$ cat src/bus_address_vector_decode_map.svh
`ifndef BUS_ADDRESS_VECTOR_DECODE_MAP_SVH
`define BUS_ADDRESS_VECTOR_DECODE_MAP_SVH
// register select codes on address bits 2..1
`define REG_SEL_CONTROL_STATUS 2'h0
`define REG_SEL_DATA_BUFFER    2'h1
`define REG_SEL_WORD_COUNT     2'h2
`define REG_SEL_MEMORY_ADDRESS 2'h3
// control/status field positions
`define CSR_ERROR_BIT          15
`define CSR_INC_MODE_BIT       14
`define CSR_MUX_HI             13
`define CSR_MUX_LO             8
`define CSR_DONE_BIT           7
`define CSR_INT_ENABLE_BIT     6
`define CSR_PERIODIC_BIT       5
`define CSR_EXTERNAL_BIT       4
`define CSR_DMA_ENABLE_BIT     1
`define CSR_START_BIT          0
// writable mask of the control/status word (done is read only)
`define CSR_WRITE_MASK         16'hff7f
// reset values
`define CSR_RESET              16'h0000
`define WORD_COUNT_RESET       12'h000
`define MEMORY_ADDRESS_RESET   16'h0000
// default switch settings: base 177000 octal, vector 130 octal
`define ADDRESS_SWITCH_DEFAULT 10'h3c0
`define VECTOR_SWITCH_DEFAULT  5'h0b
// conversion time in ns and its cycle count at 100 MHz
`define CONVERT_TIME_NS        1000
`define CLOCK_PERIOD_NS        10
`define CONVERT_CYCLES         ((`CONVERT_TIME_NS + `CLOCK_PERIOD_NS - 1) / `CLOCK_PERIOD_NS)
`endif

$ cat src/bus_address_vector_decode_pkg.sv
package bus_address_vector_decode_pkg;
    // one bus request as seen by the decoder
    typedef struct packed {
        logic        sync;
        logic [15:0] addr;
        logic        read;
        logic        write;
        logic        byte_op;
        logic [15:0] wdata;
    } bus_req_t;
    // converter state
    typedef enum logic [1:0] {conv_idle, conv_busy} conv_state_t;
    // all state of the block
    typedef struct packed {
        logic [15:0] control_status;
        logic [15:0] data_buffer;
        logic [11:0] dma_word_count;
        logic [15:0] dma_memory_address;
        logic [15:0] rdata;
        logic        rdata_oe_n;
        logic        reply;
        logic        irq;
        logic [7:0]  vector;
        logic        start_conv;
        logic [15:0] conv_count;
        conv_state_t conv_state;
        logic [1:0]  trig_sync;
        logic        trig_prev;
        logic [1:0]  init_sync;
        logic        dma_done;
    } state_t;
endpackage : bus_address_vector_decode_pkg

$ cat src/bus_address_vector_decode.sv
`timescale 1ns/1ps
`include "bus_address_vector_decode_map.svh"
// How it works
// - respond only when address matches switch bits
// - address bits 15..13 always decode as ones
// - low address bits select register, csr bytes
// - vector bits 7..3 come from switches
// - vector bit 2 on end-of-range, 1..0 zero
// - increment mux channel after each conversion
// - default base 177000, vector 130 octal
// - external trigger starts conversion when enabled
// - twelve-bit word count raises end-of-range on overflow
// - bus initialize clears control/status register
module bus_address_vector_decode (
    // clock and reset
    input  wire logic                                  clock_i,
    input  wire logic                                  rst_i,
    // host bus
    input  wire bus_address_vector_decode_pkg::bus_req_t bus_i,
    input  wire logic                                  bus_init_i,
    output logic [15:0]                                bus_rdata_o,
    output logic                                       bus_rdata_oe_n_o,
    output logic                                       bus_reply_o,
    // interrupt
    input  wire logic                                  irq_ack_i,
    output logic                                       irq_o,
    output logic [7:0]                                 vector_o,
    // switches, open switch reads as one
    input  wire logic [12:3]                           address_switch_bank_i,
    input  wire logic [7:3]                            vector_switch_bank_i,
    // converter side
    input  wire logic                                  trigger_i,
    input  wire logic [15:0]                           conv_result_i,
    input  wire logic                                  dma_transfer_done_i,
    output logic                                       start_conv_o,
    output logic [5:0]                                 mux_channel_o,
    output logic [15:0]                                dma_address_o
);
    // ****************************************
    // state registers
    // ****************************************
    // the whole block state is one packed struct
    bus_address_vector_decode_pkg::state_t s_q;  // registered state
    bus_address_vector_decode_pkg::state_t s_d;  // next state
    logic hit;                                   // address match
    logic [1:0] sel;                             // register select
    logic trig_rise;                             // synced trigger edge
    logic conv_end;                              // conversion finished

    // ****************************************
    // next state logic
    // ****************************************
    // one process computes every next value; pulses default inactive each cycle
    always_comb begin
        // hold everything unless a branch below changes it
        s_d = s_q;
        // reply and data drive last one cycle only
        s_d.reply = 1'b0;
        s_d.rdata_oe_n = 1'b1;
        s_d.start_conv = 1'b0;
        // trigger pin passes two flip-flops before the edge detector
        s_d.trig_sync = {s_q.trig_sync[0], trigger_i};
        s_d.trig_prev = s_q.trig_sync[1];
        // initialize is a level from another board, synced the same way
        s_d.init_sync = {s_q.init_sync[0], bus_init_i};
        // edge taken from the second stage only, so metastability never reaches it
        trig_rise = s_q.trig_sync[1] & ~s_q.trig_prev;
        // switch compare, top bits forced to one
        // default switch values live in the map header
        hit = bus_i.sync && (bus_i.addr[15:13] == 3'h7)
              && (bus_i.addr[12:3] == address_switch_bank_i);
        // word register select, byte lane handled at the write
        sel = bus_i.addr[2:1];
        conv_end = 1'b0;
        // converter sequencer: a fixed conversion time stands in for the analog module
        case (s_q.conv_state)
            // idle: the trigger enables choose between pin edge and start bit
            bus_address_vector_decode_pkg::conv_idle: begin
                if ((s_q.control_status[`CSR_EXTERNAL_BIT] ||
                     s_q.control_status[`CSR_PERIODIC_BIT]) ? trig_rise
                    : s_q.control_status[`CSR_START_BIT]) begin
                    s_d.conv_state = bus_address_vector_decode_pkg::conv_busy;
                    s_d.conv_count = 16'(`CONVERT_CYCLES);
                    s_d.start_conv = 1'b1;
                end
            end
            // busy: a start request here is ignored, and a start bit set now is retired when the count runs out
            default: begin
                // last busy cycle: the result is taken at the next edge
                if (s_q.conv_count == 16'h0001) begin
                    conv_end = 1'b1;
                    s_d.conv_state = bus_address_vector_decode_pkg::conv_idle;
                end else begin
                    // still converting, count down
                    s_d.conv_count = s_q.conv_count - 16'h0001;
                end
            end
        endcase
        // result latched, done raised, software start retired
        if (conv_end) begin
            s_d.data_buffer = conv_result_i;
            s_d.control_status[`CSR_DONE_BIT] = 1'b1;
            s_d.control_status[`CSR_START_BIT] = 1'b0;
            if (s_q.control_status[`CSR_INC_MODE_BIT]) begin
                s_d.control_status[`CSR_MUX_HI:`CSR_MUX_LO] =
                    s_q.control_status[`CSR_MUX_HI:`CSR_MUX_LO] + 6'h01;
            end
        end
        // dma transfer: count and address advance
        // the word count runs upward from the two's complement toward zero
        if (dma_transfer_done_i) begin
            // word addresses step by two bytes
            s_d.dma_memory_address = s_q.dma_memory_address + 16'h0002;
            // the transfer empties the buffer, but a fresh result keeps done set
            if (!conv_end) s_d.control_status[`CSR_DONE_BIT] = 1'b0;
            if (s_q.dma_word_count == 12'hfff) begin
                s_d.dma_done = 1'b1;
            end
            s_d.dma_word_count = s_q.dma_word_count + 12'h001;
        end
        // bus access, nothing when no hit
        // foreign addresses fall through: no reply, data lines stay released
        if (hit && (bus_i.read || bus_i.write)) begin
            s_d.reply = 1'b1;
            if (bus_i.read) begin
                // read: the word stands on the lines for exactly one cycle
                s_d.rdata_oe_n = 1'b0;
                if (sel == `REG_SEL_CONTROL_STATUS) begin
                    s_d.rdata = s_q.control_status;
                end else if (sel == `REG_SEL_DATA_BUFFER) begin
                    s_d.rdata = s_q.data_buffer;
                    // reading data clears done unless a new result lands now
                    if (!conv_end) s_d.control_status[`CSR_DONE_BIT] = 1'b0;
                end else if (sel == `REG_SEL_WORD_COUNT) begin
                    // count reads back with its upper four bits zero
                    s_d.rdata = {4'h0, s_q.dma_word_count};
                end else begin
                    s_d.rdata = s_q.dma_memory_address;
                end
            end else if (sel == `REG_SEL_CONTROL_STATUS) begin
                // byte lanes decoded only here, the other registers take whole words
                // low byte: done is read only, so bit 7 keeps its own value
                if (!bus_i.byte_op || !bus_i.addr[0]) begin
                    s_d.control_status[6:0] = bus_i.wdata[6:0];
                end
                // high byte: a byte write brings its data on the low lines
                if (!bus_i.byte_op || bus_i.addr[0]) begin
                    s_d.control_status[15:8] = bus_i.byte_op ? bus_i.wdata[7:0]
                                                              : bus_i.wdata[15:8];
                end
            end else if (sel == `REG_SEL_WORD_COUNT) begin
                // count is twelve bits wide, the upper lines are ignored
                s_d.dma_word_count = bus_i.wdata[11:0];
            end else if (sel == `REG_SEL_MEMORY_ADDRESS) begin
                s_d.dma_memory_address = bus_i.wdata;
            end
        end
        // interrupt: end-of-range wins over a normal request
        // the request level stands until acknowledged; vector frozen meanwhile
        if (s_q.dma_done && !s_q.irq) begin
            s_d.irq = 1'b1;
            s_d.vector = {vector_switch_bank_i, 3'h4};
        end else if (!s_q.irq && s_q.control_status[`CSR_INT_ENABLE_BIT] &&
                     (s_q.control_status[`CSR_DONE_BIT] ||
                      s_q.control_status[`CSR_ERROR_BIT])) begin
            s_d.irq = 1'b1;
            // normal request: done or error with interrupts on
            // bits 2..0 zero
            s_d.vector = {vector_switch_bank_i, 3'h0};
        end
        // acknowledge drops the request line
        if (s_q.irq && irq_ack_i) begin
            s_d.irq = 1'b0;
            // end-of-range clears itself on acknowledge, unless a new one lands now
            if (s_q.vector[2] && !(dma_transfer_done_i && s_q.dma_word_count == 12'hfff)) begin
                s_d.dma_done = 1'b0;
            end
        end
        // initialize also stops the converter and drops pending requests
        // initialize clears the control/status register
        if (s_q.init_sync[1]) begin
            s_d.control_status = `CSR_RESET;
            s_d.conv_state = bus_address_vector_decode_pkg::conv_idle;
            s_d.irq = 1'b0;
            s_d.dma_done = 1'b0;
        end
    end

    // ****************************************
    // state register
    // ****************************************
    // single register for all state, cleared at once by the async reset except rdata_oe_n, which is set
    always_ff @(posedge clock_i or posedge rst_i) begin
        // reset branch loads constants only
        if (rst_i) begin
            s_q <= '0;
            // data lines start released
            s_q.rdata_oe_n <= 1'b1;
        end else begin
            s_q <= s_d;
        end
    end

    // ****************************************
    // outputs straight from flip-flops
    // ****************************************
    assign bus_rdata_o      = s_q.rdata;
    // no logic after the flip-flops, so no glitch reaches the bus
    assign bus_rdata_oe_n_o = s_q.rdata_oe_n;
    assign bus_reply_o      = s_q.reply;
    assign irq_o            = s_q.irq;
    assign vector_o         = s_q.vector;
    assign start_conv_o     = s_q.start_conv;
    // channel and dma address are views of the register copy
    assign mux_channel_o    = s_q.control_status[`CSR_MUX_HI:`CSR_MUX_LO];
    assign dma_address_o    = s_q.dma_memory_address;
endmodule : bus_address_vector_decode

$ cat config.mk
export PLATFORM = sky130hd
export DESIGN_NAME = bus_address_vector_decode
export DESIGN_NICKNAME = d
export VERILOG_FILES = /design/src/bus_address_vector_decode_pkg.sv /design/src/bus_address_vector_decode.sv
export VERILOG_INCLUDE_DIRS = /design/src /design/src/src
export SDC_FILE = /design/constraint.sdc
export NUM_CORES = 1
export LEC_CHECK = 0
export ABC_AREA = 1
export BUFFER_PORTS_ARGS = -buffer_cell sky130_fd_sc_hd__buf_2
export CAP_MARGIN = 0
export CORE_MARGIN = 2
export CORE_UTILIZATION = 40
export CTS_CLUSTER_SIZE = 14
export DETAILED_ROUTE_END_ITERATION = 8
export SYNTH_ARGS = -nofsm -noshare
export SYNTH_HDL_FRONTEND = slang
export SYNTH_SLANG_ARGS = --single-unit
$ cat constraint.sdc
create_clock -name clock_i -period 10.95 [get_ports clock_i]
set_clock_uncertainty 0.1 [all_clocks]
set_input_delay 1.6425 -clock clock_i [delete_from_list [all_inputs] [get_ports clock_i]]
set_output_delay 1.6425 -clock clock_i [all_outputs]
set_load 0.02 [all_outputs]
# Word level (Yosys, flattened, before mapping)
# Cells that the tools add are included.
# totals
register_bits	112
in_bits	73
out_inout_bits	50
elab_cells	114
# op_classes
add_sub_neg	4
eq_ne	11
n_mux	47
bitwise_logic	2
n_reduce_logical	32
# op_table
cell	count
16-bit two-way mux	8
28-bit two-way mux	3
46-bit two-way mux	1
17-bit two-way mux	2
8-bit two-way mux	4
7-bit two-way mux	4
19-bit two-way mux	1
18-bit two-way mux	1
9-bit two-way mux	2
1-bit two-way mux	17
16-bit by 2-bit adder with 16-bit output, second input constant	1
16-bit by 1-bit equality test with 1-bit output, second input constant	1
16-bit by 1-bit subtractor with 16-bit output, second input constant	1
12-bit by 1-bit adder with 12-bit output, second input constant	1
12-bit equality test, second input constant	1
12-bit two-way mux	1
10-bit equality test	1
2-bit nonzero test	5
1-bit logical AND	9
4-bit AND reduction	2
6-bit by 1-bit adder with 6-bit output, second input constant	1
6-bit two-way mux	1
2-bit AND reduction	3
1-bit logical OR	5
13 further kinds	20

# Depth between registers and ports, before layout
# Gate-level depths: netlist of the first run.
# depth
depth_word	12
mapped_depth	12
ltp_nobuf	12

# Worst setup path after synthesis of the first run
# OpenSTA, ideal clock, no wires.
# synth_path
path_kind	input to register
start	input bus_i[33] (netlist name)
end	register s_q (netlist bit dma_address_o[5])
setup_time_ns	0.117
arrival_time_ns	2.652
required_time_ns	10.733
setup_slack_ns	8.081
path_stages	10
n_path_buf	1
path_cell_list	nand2_1 nor2_2 nand2_1 nor2_2 nand3_2 nor3_2 nand2_2 buf_6 o21ai_1 inv_1
# synth_lines
item	line	rtl
start: declaration	bus_address_vector_decode.sv:19	input wire bus_address_vector_decode_pkg::bus_req_t bus_i,
end: declaration	bus_address_vector_decode.sv:43	bus_address_vector_decode_pkg::state_t s_q;

# Final worst setup path of the first run
# layout_path
start	input address_switch_bank_i[4] (netlist name)
end	register s_q (netlist bit bus_rdata_o[5])
# layout_via
elab_chain_cells	4
# layout_lines
item	line	rtl
start: declaration	bus_address_vector_decode.sv:29	input wire logic [12:3] address_switch_bank_i,
10-bit equality test	bus_address_vector_decode.sv:71	&& (bus_i.addr[12:3] == address_switch_bank_i);
1-bit logical AND	bus_address_vector_decode.sv:71	
1-bit logical AND	bus_address_vector_decode.sv:123	if (hit && (bus_i.read || bus_i.write)) begin
2-bit AND reduction (no line)	-	
# Every way passes these cells.
# A chain may end at the register's enable or synchronous reset.

==> results of run 1 <==
-- worst max-delay path, cell delays in order --
cell and delay [ns]:
buf_2 0.11, inv_1 0.09, nand2_1 0.06, nand2_1 0.05
nand3_1 0.07, nor2_2 0.18, nand3_1 0.14, inv_1 0.09
nand2_1 0.52, nand2_1 0.22, o21ai_1 0.08
-- cell type report --
cell class | count | area share
Sequential cell | 109 | 0.376
Inverter | 129 | 0.0681
Timing Repair Buffer | 121 | 0.0838
Clock inverter | 5 | 0.00466
Tap cell | 216 | 0.0373
Clock buffer | 11 | 0.0348
Multi-Input combinational cell | 549 | 0.395
-- path summary, 6_finish.rpt --
| check | cells after the start | from | end | slack [ns] |
|---|---|---|---|---|
| worst max-delay path | 11 | address_switch_bank_i[4] | bus_rdata_o[5] | 7.79 |
| worst min-delay path | 0 | s_d[2] | s_q[2] | 0.25 |
| worst max register to register | 10 | s_q[10] | mux_channel_o[5] | 8.82 |
| worst min register to register | 0 | s_d[2] | s_q[2] | 0.25 |
| max in group asynchronous | 3 | rst_i | s_q[111] | 8.27 |
| min in group asynchronous | 2 | rst_i | vector_o[5] | 1.25 |
-- power by group --
part / switching, mW / internal [mW]
registers: 0.0315 / 0.425
logic: 0.109 / 0.0621
clock network: 0.154 / 0.167
-- registers in the layout, indices dropped and copies added (netlist names) --
signal / flops
bus_rdata_o: 16
dma_address_o: 16
bus_rdata_oe_n_o: 1
mux_channel_o: 6
vector_o: 6
irq_o: 1
s_d: 3
bus_reply_o: 1
start_conv_o: 1
s_q: 58
-- cell usage in the layout, fill, tap and decap left out, drive strengths merged, types with 4 or more instances in the layout --
cell	instances
nor2	66
nor3	7
clkbuf	11
dfrtp	108
nand2	215
o21ai	113
ha	5
xor2	19
mux2	5
inv	129
nand3	54
o211ai	12
buf	121
nand4	11
o22ai	5
a21oi	17
nand3b	4
-- per-layer routing --
metal,part of all wire,up-vias,GRT usage,routed length [um]
li1,-,2816,-,-
met1,0.51,2502,0.289,8470
met2,0.43,137,0.288,7120
met3,0.053,13,0.0400,889
met4,0.013,0,0.0424,216
met5,0,-,0,0
-- logic make-up after synthesis --
group,Yosys count,share of synthesized area
buffers and inverters,196,0.150
other,1,0.000570
AOI/OAI and AO/OA,152,0.130
DFF,109,0.415
and+or+nand+nor,363,0.258
muxes,5,0.00856
xor gates and xnor gates,22,0.0293
adders and majority gates,5,0.00951
-- stage by stage --
| stage | cells | worst slack (ns) | power [mW] | area (sq um) |
|---|---|---|---|---|
| 6_report | 1140 | 7.79 | 0.948 | 7250 |
| 5_1_grt | 1140 | 7.51 | 0.996 | 7250 |
| 4_1_cts | 1140 | 7.75 | 0.955 | 7250 |
| 3_5_place_dp | 1124 | 7.37 | 0.633 | 6970 |
| 3_3_place_gp | 1124 | 7.43 | 0.631 | 6970 |
| 2_1_floorplan | 854 | 6.34 | 0.588 | 6580 |
==> flow_results.xml, run 1 <==
<?xml version="1.0" encoding="UTF-8"?>
<metrics>
  <group name="synth">
    <metric name="yosys.cell_count.top_type" unit="">nand2_1</metric>
    <metric name="yosys_register_bits" unit="">109</metric>
    <metric name="post_synth_num_cell_types" unit="">45</metric>
    <metric name="post_synth_instance_area" unit="sq um">6580</metric>
    <metric name="post-synth-top-area-cell" unit="">dfrtp_1</metric>
    <metric name="synth_area_leaders" unit="">dfrtp_1 (41%), nand2_1 (11%), inv_1 (6.9%)</metric>
    <metric name="yosys_most_used_dff" unit="">dfrtp_1</metric>
    <metric name="synth.yosys.seq_area_share" unit="">0.415</metric>
    <metric name="synth.top_cells.by_count" unit="">nand2_1 (200), inv_1 (121), dfrtp_1 (108)</metric>
    <metric name="avgSynthCellArea" unit="sq um">7.71</metric>
    <metric name="synth.yosys.warnings" unit="">0</metric>
    <metric name="synthDominantCellAreaShare" unit="">0.411</metric>
    <metric name="synth_edf_count" unit="">0</metric>
    <metric name="synthCells" unit="">853</metric>
    <metric name="synth_async_sr_flop_share" unit="">1.00</metric>
  </group>
  <group name="route">
    <metric name="post-route-drc-count" unit="">0</metric>
    <metric name="wire_per_inst" unit="um">14.6</metric>
    <metric name="detailroute.via_count" unit="">5468</metric>
    <metric name="router_iterations_before_antenna_repair" unit="">5</metric>
    <metric name="ant_nets" unit="">0</metric>
    <metric name="number_of_vias_per_cell_after_detailed_routing" unit="">4.80</metric>
    <metric name="postRouteWirelength" unit="um">16700</metric>
    <metric name="drt-initial-drc-count" unit="">279</metric>
  </group>
  <group name="sta">
    <metric name="rsz0062_at_grt" unit="">false</metric>
    <metric name="maxSlewViolCount" unit="">0</metric>
    <metric name="min_period_over_period" unit="">0.289</metric>
    <metric name="setup_total_negative_slack" unit="ns">0</metric>
    <metric name="timing_worst_slew_pin_value" unit="ns">0.919</metric>
    <metric name="max_slew_margin" unit="">0.386</metric>
    <metric name="final.min_clock_period" unit="ns">3.16</metric>
    <metric name="setup-violations-final" unit="">0</metric>
    <metric name="hold_viol_final" unit="">0</metric>
    <metric name="timing.hold.ws" unit="ns">0.253</metric>
    <metric name="fmax" unit="GHz">0.316</metric>
  </group>
  <group name="final_layout">
    <metric name="layout-drive-gt1-share" unit="">0.222</metric>
    <metric name="fillCellCount" unit="">1686</metric>
    <metric name="layout.nets" unit="">997</metric>
    <metric name="fin_util" unit="">0.453</metric>
    <metric name="syn_to_final_growth" unit="%">10.3</metric>
    <metric name="multiInputGateArea" unit="sq um">2870</metric>
    <metric name="layout.area.seq" unit="sq um">2730</metric>
    <metric name="num_antenna_cells" unit="">0</metric>
  </group>
  <group name="global_routing">
    <metric name="grt_pass1_vias" unit="">5030</metric>
    <metric name="grt_antenna_before_repair" unit="">0</metric>
    <metric name="grt_use_total" unit="">0.193</metric>
    <metric name="largest_net_degree_at_the_start_of_global_routing" unit="">66</metric>
    <metric name="global_route_wire_length_before_repair" unit="um">26700</metric>
    <metric name="gr-total-overflow" unit="">0</metric>
  </group>
  <group name="critical_path">
    <metric name="timing.setup.critical_path_class" unit="">in2reg</metric>
    <metric name="critical_path.startpoint_type" unit="">input pin</metric>
    <metric name="timing.critical_path.required" unit="ns">11.06</metric>
    <metric name="setup.worst_path.end_class" unit="">flop</metric>
    <metric name="worstPathMaxFanout" unit="">31</metric>
    <metric name="worstPathArrival" unit="ns">3.28</metric>
  </group>
  <group name="run_status">
    <metric name="status" unit="">completed</metric>
  </group>
  <group name="clocking">
    <metric name="tritoncts" unit="">done</metric>
    <metric name="postCtsSetupRepairBufs" unit="">0</metric>
    <metric name="max-clock-path-buffers" unit="">2</metric>
    <metric name="cts.root.buffer_cell" unit="">clkbuf_16</metric>
    <metric name="clk_pin_slew_worst_paths" unit="ns">0.07</metric>
    <metric name="cts.sink_count" unit="">109</metric>
    <metric name="clock_latency" unit="ns">0.35</metric>
    <metric name="postCtsResizedCells" unit="">0</metric>
    <metric name="cts-hold-fix-buffers" unit="">0</metric>
    <metric name="numCtsBuffers" unit="">9</metric>
    <metric name="cts-htree-levels" unit="">3</metric>
  </group>
  <group name="power_and_ir_drop">
    <metric name="p_leak" unit="nW">3.94</metric>
    <metric name="power.density_cell_area" unit="nW/um^2">131</metric>
    <metric name="power.ir.vdd_worst" unit="uV">86.5</metric>
  </group>
  <group name="floorplan">
    <metric name="core_area" unit="sq um">16000</metric>
    <metric name="die-height" unit="um">132</metric>
    <metric name="die_x" unit="um">132</metric>
    <metric name="floorplan.die_area" unit="sq um">17500</metric>
    <metric name="start_util" unit="">0.411</metric>
    <metric name="standard_cell_row_count" unit="">46</metric>
    <metric name="ioPinCount" unit="">123</metric>
  </group>
  <group name="run">
    <metric name="maxCapViolations" unit="">0</metric>
  </group>
  <group name="placed_design">
    <metric name="place.gp.congestion" unit="">0.909</metric>
    <metric name="count_of_input_and_output_buffers" unit="">120</metric>
    <metric name="hpwlAfterDp" unit="um">12800</metric>
  </group>
  <group name="hold_path">
    <metric name="holdCritPathClass" unit="">reg2reg</metric>
  </group>
</metrics>
No activity file was read; power rests on OpenSTA's default activity.
==> inputs of run 2 (changes only) <==
==> constraint.sdc (replaced) <==
create_clock -name clock_i -period 3.1 [get_ports clock_i]
set_clock_uncertainty 0.1 [all_clocks]
set_input_delay 0.465 -clock clock_i [delete_from_list [all_inputs] [get_ports clock_i]]
set_output_delay 0.465 -clock clock_i [all_outputs]
set_load 0.02 [all_outputs]
==> run 2 against run 1 <==
  * Core utilization up 0.63 points
  * Hold slack got worse by 0.13 ns
  * Power grew to 3.8 times the previous value
  * Non-clock buffer count is 2 higher
  * Clock power grew to 4.2 times the previous value
  * Critical endpoint is now mux_channel_o[5]
  * Largest cell class unchanged
  * Final cell count increased by 0.18%
  * Flip-flop and latch count unchanged
  * Sequential power rose to 3.6 times the previous value
  * Critical path type is now reg2reg
  * Die area did not move
  * Combinational power grew to 3.6 times the previous value
  * Highest routed layer unchanged
  * Register-to-register slack lost 7.8 ns
==> flow_results.xml, run 2 (same netlist as run 1, synthesis figures left out) <==
<?xml version="1.0" encoding="UTF-8"?>
<metrics>
  <group name="final_layout">
    <metric name="highest_count_cells_in_the_layout_ignoring_fill_and_taps" unit="">nand2_1 (200), inv_1 (120), buf_2 (120)</metric>
    <metric name="largest_reg_flops" unit="">58</metric>
    <metric name="layout.nets" unit="">999</metric>
    <metric name="num_antenna_cells" unit="">0</metric>
    <metric name="syn_to_final_growth" unit="%">11.8</metric>
    <metric name="top_register" unit="">s_q</metric>
    <metric name="layout-drive-gt1-share" unit="">0.224</metric>
    <metric name="layout_commonest_cell" unit="">nand2_1</metric>
    <metric name="fillCellCount" unit="">1643</metric>
    <metric name="layout.area.seq" unit="sq um">2730</metric>
    <metric name="multiInputGateArea" unit="sq um">2870</metric>
  </group>
  <group name="critical_path">
    <metric name="critical_path.startpoint_type" unit="">flop</metric>
    <metric name="critical_path.top_delay_family" unit="">simple AND/OR/NAND/NOR gates</metric>
    <metric name="worstPathCellList" unit="">inv_1 &gt; ha_1 &gt; nand2_1 &gt; nor2_1 &gt; nand2_2 &gt; nor2_8 &gt; nand2_1 &gt; o21ai_1 &gt; nand3_1 &gt; nand2_1 &gt; inv_1</metric>
    <metric name="timing.setup.critical_path_class" unit="">reg2reg</metric>
    <metric name="timing.critical_path.required" unit="ns">3.25</metric>
    <metric name="r2r-end" unit="">mux_channel_o[5]</metric>
    <metric name="cpMaxStageDelayCell" unit="">nor2_8</metric>
    <metric name="timing.critical_path.from" unit="">s_q[9]</metric>
    <metric name="setup.worst_path.end_class" unit="">flop</metric>
    <metric name="number_of_stages_on_the_worst_setup_path" unit="">11</metric>
    <metric name="critPathMostFrequentCell" unit="">nand2_1</metric>
    <metric name="worstPathArrival" unit="ns">2.23</metric>
    <metric name="worstPathMaxFanout" unit="">37</metric>
    <metric name="setup.worst_path.end" unit="">mux_channel_o[5]</metric>
    <metric name="critical_path.max_stage_delay" unit="ns">0.37</metric>
    <metric name="reg2reg_setup_slack" unit="ns">1.03</metric>
    <metric name="rr_worst_depth" unit="">11</metric>
    <metric name="crit-reg2reg-launch" unit="">s_q[9]</metric>
    <metric name="critical_path.n_buffers_inverters" unit="">2</metric>
  </group>
  <group name="hold_path">
    <metric name="holdCritPathClass" unit="">in2reg</metric>
    <metric name="startpoint_of_the_most_critical_hold_path" unit="">trigger_i</metric>
  </group>
  <group name="sta">
    <metric name="hold_viol_final" unit="">0</metric>
    <metric name="timing.hold.ws" unit="ns">0.119</metric>
    <metric name="fmax" unit="GHz">0.482</metric>
    <metric name="max_slew_margin" unit="">0.417</metric>
    <metric name="timing_worst_slew_pin_value" unit="ns">0.873</metric>
    <metric name="maxSlewViolCount" unit="">0</metric>
    <metric name="rsz0062_at_grt" unit="">false</metric>
    <metric name="min_period_over_period" unit="">0.669</metric>
    <metric name="setup-violations-final" unit="">0</metric>
    <metric name="setup_total_negative_slack" unit="ns">0</metric>
    <metric name="final.min_clock_period" unit="ns">2.07</metric>
  </group>
  <group name="route">
    <metric name="wire_per_inst" unit="um">15.1</metric>
    <metric name="detailroute.via_count" unit="">5578</metric>
    <metric name="ant_nets" unit="">0</metric>
    <metric name="number_of_vias_per_cell_after_detailed_routing" unit="">4.88</metric>
    <metric name="drt-initial-drc-count" unit="">439</metric>
    <metric name="postRouteWirelength" unit="um">17200</metric>
    <metric name="post-route-drc-count" unit="">0</metric>
    <metric name="router_iterations_before_antenna_repair" unit="">5</metric>
  </group>
  <group name="global_routing">
    <metric name="largest_net_degree_at_the_start_of_global_routing" unit="">44</metric>
    <metric name="grt_use_total" unit="">0.202</metric>
    <metric name="gr-total-overflow" unit="">0</metric>
    <metric name="grt_antenna_before_repair" unit="">0</metric>
    <metric name="grt_pass1_vias" unit="">5064</metric>
    <metric name="global_route_wire_length_before_repair" unit="um">27800</metric>
  </group>
  <group name="power_and_ir_drop">
    <metric name="seq_power_share" unit="">0.454</metric>
    <metric name="power.ir.vdd_worst" unit="uV">560</metric>
    <metric name="pwr-share-comb" unit="">0.171</metric>
    <metric name="finalPower" unit="mW">3.58</metric>
    <metric name="power.switching_fraction" unit="">0.297</metric>
    <metric name="clockPowerShare" unit="">0.375</metric>
    <metric name="switchingPower" unit="mW">1.06</metric>
    <metric name="p_leak" unit="nW">3.98</metric>
    <metric name="power.density_cell_area" unit="nW/um^2">487</metric>
    <metric name="power_report.internal_total" unit="mW">2.52</metric>
  </group>
  <group name="clocking">
    <metric name="tritoncts" unit="">done</metric>
    <metric name="max-clock-path-buffers" unit="">2</metric>
    <metric name="postCtsResizedCells" unit="">0</metric>
    <metric name="cts.root.buffer_cell" unit="">clkbuf_16</metric>
    <metric name="cts.sink_count" unit="">109</metric>
    <metric name="cts-htree-levels" unit="">3</metric>
    <metric name="clock_latency" unit="ns">0.36</metric>
    <metric name="numCtsBuffers" unit="">9</metric>
    <metric name="cts-hold-fix-buffers" unit="">0</metric>
    <metric name="clk_pin_slew_worst_paths" unit="ns">0.08</metric>
    <metric name="postCtsSetupRepairBufs" unit="">0</metric>
  </group>
  <group name="floorplan">
    <metric name="start_util" unit="">0.411</metric>
    <metric name="floorplan.die_area" unit="sq um">17500</metric>
    <metric name="die-height" unit="um">132</metric>
    <metric name="standard_cell_row_count" unit="">46</metric>
    <metric name="ioPinCount" unit="">123</metric>
    <metric name="die_x" unit="um">132</metric>
    <metric name="core_area" unit="sq um">16000</metric>
  </group>
  <group name="placed_design">
    <metric name="count_of_input_and_output_buffers" unit="">120</metric>
    <metric name="hpwlAfterDp" unit="um">13200</metric>
    <metric name="place.gp.congestion" unit="">0.873</metric>
  </group>
  <group name="run_status">
    <metric name="status" unit="">completed</metric>
  </group>
  <group name="run">
    <metric name="maxCapViolations" unit="">0</metric>
  </group>
</metrics>
## run 2: power groups by stage
stage	Combinational, mW	Clock, mW	Sequential (mW)
floorplan	0.477	0	1.60
global placement	0.600	0	1.65
detailed placement	0.608	0	1.65
CTS	0.612	1.38	1.62
global route	0.692	1.44	1.64
finish	0.614	1.34	1.63
## run 2: per-stage QoR
stage               setup WS, ns  instances  instance area, sq um  utilization
finish                      1.03       1142                  7360        0.460
CTS                         1.02       1142                  7360        0.460
global route               0.804       1142                  7360        0.460
floorplan                   1.22        854                  6590            -
global placement           0.898       1126                  7010        0.438
detailed placement         0.901       1126                  7010        0.438
## run 2: final cells by class
type | count | area share
multi-input cells | 549 | 0.390
flip-flops and latches | 109 | 0.371
repair buffers | 123 | 0.0881
inverters | 129 | 0.0674
well taps | 216 | 0.0367
clock buffers | 9 | 0.0306
clock inverters | 7 | 0.0165
## run 2: worst min-delay path by stage
stage	to	cells past startpoint	slack, ns
floorplan	s_d[3]	0	0.23
global placement	s_q[2]	0	0.23
detailed placement	s_q[2]	0	0.23
CTS	s_d[5]	1	0.11
global route	s_d[5]	1	0.10
finish	s_d[5]	1	0.12
## run 2: routing by layer
layer / global-route usage / vias to the layer above / wire length, um
met5: 0 / - / 0
li1: - / 2825 / -
met3: 0.0419 / 15 / 1100
met1: 0.320 / 2574 / 8880
met4: 0.0460 / 0 / 222
met2: 0.279 / 164 / 7030
==> inputs of run 3 (changes only) <==
==> constraint.sdc (replaced) <==
create_clock -name clock_i -period 1.8 [get_ports clock_i]
set_clock_uncertainty 0.1 [all_clocks]
set_input_delay 0.27 -clock clock_i [delete_from_list [all_inputs] [get_ports clock_i]]
set_output_delay 0.27 -clock clock_i [all_outputs]
set_load 0.02 [all_outputs]
==> run 3 against run 2 <==
  * Hold slack got worse by 0.085 ns
  * Routed wire length barely moved
  * Core utilization rose by 3.0 points
  * Largest cell class unchanged
  * Register-to-register slack got worse by 0.96 ns
  * Worst setup slack got worse by 0.96 ns
  * First-iteration DRC count rose by 6.4%
  * Clock power rose by 35%
  * Sequential power rose by 67%
  * Via count rose by 2.5%
  * Highest routed layer unchanged
  * Combinational power rose by 110%
  * Non-clock buffer count rose by 64
  * Sequential share of layout area fell by 2.3 points
==> flow_results.xml, run 3 (same netlist as run 1, synthesis figures left out) <==
<?xml version="1.0" encoding="UTF-8"?>
<metrics>
  <group name="run_status">
    <metric name="status" unit="">completed</metric>
  </group>
  <group name="sta">
    <metric name="rsz0062_at_grt" unit="">true</metric>
    <metric name="min_period_over_period" unit="">0.963</metric>
    <metric name="final.min_clock_period" unit="ns">1.73</metric>
    <metric name="finalWorstSetupSlack" unit="ns">0.0672</metric>
    <metric name="fmax" unit="GHz">0.577</metric>
    <metric name="maxSlewViolCount" unit="">0</metric>
    <metric name="hold_viol_final" unit="">0</metric>
    <metric name="setup-violations-final" unit="">0</metric>
  </group>
  <group name="route">
    <metric name="number_of_vias_per_cell_after_detailed_routing" unit="">4.75</metric>
    <metric name="post-route-drc-count" unit="">0</metric>
    <metric name="drt-initial-drc-count" unit="">467</metric>
    <metric name="wire_per_inst" unit="um">14.3</metric>
    <metric name="router_iterations_before_antenna_repair" unit="">5</metric>
    <metric name="detailroute.via_count" unit="">5719</metric>
    <metric name="ant_nets" unit="">0</metric>
    <metric name="postRouteWirelength" unit="um">17200</metric>
  </group>
  <group name="global_routing">
    <metric name="largest_net_degree_at_the_start_of_global_routing" unit="">70</metric>
    <metric name="grt_pass1_vias" unit="">5175</metric>
    <metric name="grt_util_met3" unit="">0.0273</metric>
    <metric name="grt_antenna_before_repair" unit="">0</metric>
    <metric name="grt_util_met1" unit="">0.320</metric>
    <metric name="gr-total-overflow" unit="">0</metric>
    <metric name="groute.layer.met2.usage" unit="">0.282</metric>
    <metric name="global_route_wire_length_before_repair" unit="um">27800</metric>
    <metric name="grt_use_total" unit="">0.202</metric>
    <metric name="grt-busiest-layer" unit="">met1</metric>
  </group>
  <group name="critical_path">
    <metric name="r2r-end" unit="">dma_address_o[15]</metric>
    <metric name="critical_path.startpoint_type" unit="">flop</metric>
    <metric name="timing.critical_path.required" unit="ns">1.95</metric>
    <metric name="rr_worst_depth" unit="">8</metric>
    <metric name="crit-reg2reg-launch" unit="">dma_address_o[1]</metric>
    <metric name="worstPathMaxFanout" unit="">4</metric>
    <metric name="reg2reg_setup_slack" unit="ns">0.07</metric>
    <metric name="setup.worst_path.end_class" unit="">flop</metric>
    <metric name="timing.setup.critical_path_class" unit="">reg2reg</metric>
    <metric name="worstPathArrival" unit="ns">1.88</metric>
  </group>
  <group name="clocking">
    <metric name="clock_latency" unit="ns">0.35</metric>
    <metric name="cts.root.buffer_cell" unit="">clkbuf_16</metric>
    <metric name="cts.sink_count" unit="">109</metric>
    <metric name="clk_pin_slew_worst_paths" unit="ns">0.07</metric>
    <metric name="cts-htree-levels" unit="">3</metric>
    <metric name="numCtsBuffers" unit="">9</metric>
    <metric name="max-clock-path-buffers" unit="">2</metric>
    <metric name="tritoncts" unit="">done</metric>
  </group>
  <group name="placed_design">
    <metric name="preCtsSetupSlack" unit="ns">-0.00423</metric>
    <metric name="count_of_input_and_output_buffers" unit="">120</metric>
    <metric name="post_dp_cell_area" unit="sq um">7430</metric>
    <metric name="place.gp.congestion" unit="">0.893</metric>
    <metric name="hpwlAfterDp" unit="um">13400</metric>
  </group>
  <group name="floorplan">
    <metric name="ioPinCount" unit="">123</metric>
    <metric name="core_area" unit="sq um">16000</metric>
    <metric name="die_x" unit="um">132</metric>
    <metric name="die-height" unit="um">132</metric>
    <metric name="floorplan.die_area" unit="sq um">17500</metric>
    <metric name="start_util" unit="">0.411</metric>
    <metric name="standard_cell_row_count" unit="">46</metric>
  </group>
  <group name="power_and_ir_drop">
    <metric name="power.ir.vdd_worst" unit="uV">560</metric>
    <metric name="power_report.internal_total" unit="mW">4.05</metric>
    <metric name="clockPowerShare" unit="">0.309</metric>
    <metric name="pwr-share-comb" unit="">0.225</metric>
    <metric name="finalPower" unit="mW">5.84</metric>
    <metric name="p_leak" unit="nW">4.27</metric>
    <metric name="power.density_cell_area" unit="nW/um^2">744</metric>
    <metric name="power.switching_fraction" unit="">0.307</metric>
    <metric name="seq_power_share" unit="">0.466</metric>
    <metric name="switchingPower" unit="mW">1.79</metric>
  </group>
  <group name="run">
    <metric name="maxCapViolations" unit="">0</metric>
  </group>
  <group name="final_layout">
    <metric name="layout.nets" unit="">1063</metric>
    <metric name="top_register" unit="">s_q</metric>
    <metric name="num_antenna_cells" unit="">0</metric>
    <metric name="largest_reg_flops" unit="">58</metric>
    <metric name="layout-drive-gt1-share" unit="">0.283</metric>
    <metric name="syn_to_final_growth" unit="%">19.2</metric>
    <metric name="layout_commonest_cell" unit="">nand2_1</metric>
    <metric name="highest_count_cells_in_the_layout_ignoring_fill_and_taps" unit="">nand2_1 (197), buf_2 (120), inv_1 (118)</metric>
    <metric name="design_area" unit="sq um">7840</metric>
  </group>
  <group name="hold_path">
    <metric name="holdCritPathClass" unit="">in2reg</metric>
    <metric name="startpoint_of_the_most_critical_hold_path" unit="">conv_result_i[7]</metric>
    <metric name="instance_count_along_the_most_critical_hold_path" unit="">3</metric>
    <metric name="min_delay_worst_endpoint" unit="">s_q[87]</metric>
  </group>
</metrics>
run 3: worst max-delay path by stage:
stage	startpoint	end	cells after the start
floorplan	rst_i	bus_rdata_o[0]	1
global placement	bus_i[33]	dma_address_o[6]	10
detailed placement	bus_i[33]	dma_address_o[6]	10
CTS	s_q[9]	mux_channel_o[2]	11
global route	s_q[13]	mux_channel_o[2]	10
finish	dma_address_o[1]	dma_address_o[15]	8
run 3: power groups by stage:
stage	clock network, mW	registers, mW	logic, mW
after floorplan	0	2.75	0.821
after global placement	0	2.76	1.25
after detailed placement	0	2.76	1.26
after CTS	1.85	2.71	1.27
after global routing	1.96	2.74	1.46
final	1.81	2.72	1.31
run 3: cell type report:
type / count / area (sq um)
fillers: 1655 / 8160
multi-input cells: 549 / 2930
flip-flops and latches: 109 / 2730
repair buffers: 187 / 1170
inverters: 129 / 498
well taps: 216 / 270
clock buffers: 12 / 236
clock inverters: 2 / 12.5
run 3: stage by stage:
stage               hold WS, ns   util  instances  setup TNS [ns]
floorplan                 0.201      -        854               0
global placement          0.239  0.464       1179               0
detailed placement        0.254  0.464       1179        -0.00423
CTS                      0.0224  0.482       1196               0
global route             0.0469  0.490       1204          -0.172
finish                   0.0339  0.490       1204               0
run 3: worst max-delay path, cell delays in order (launching register included):
cell	delay (ns)
dfrtp_1	0.45
ha_1	0.18
inv_1	0.06
nor3_4	0.21
nand3_2	0.14
nor2_4	0.14
nand3_1	0.10
xor2_1	0.17
o21ai_2	0.06
run 3: timing repair:
item,4_1_cts,5_1_grt
gates resized for setup,0,26
setup endpoints to repair,0,30
endpoints found under the hold margin,110,0
buffers inserted,0,8
hold buffers,3,0
run 3: metal layers:
layer	routed length [um]	vias up	share of wire
met3	803	18	0.047
met4	269	0	0.016
met1	9000	2617	0.52
met5	0	-	0
li1	-	2940	-
met2	7140	144	0.41
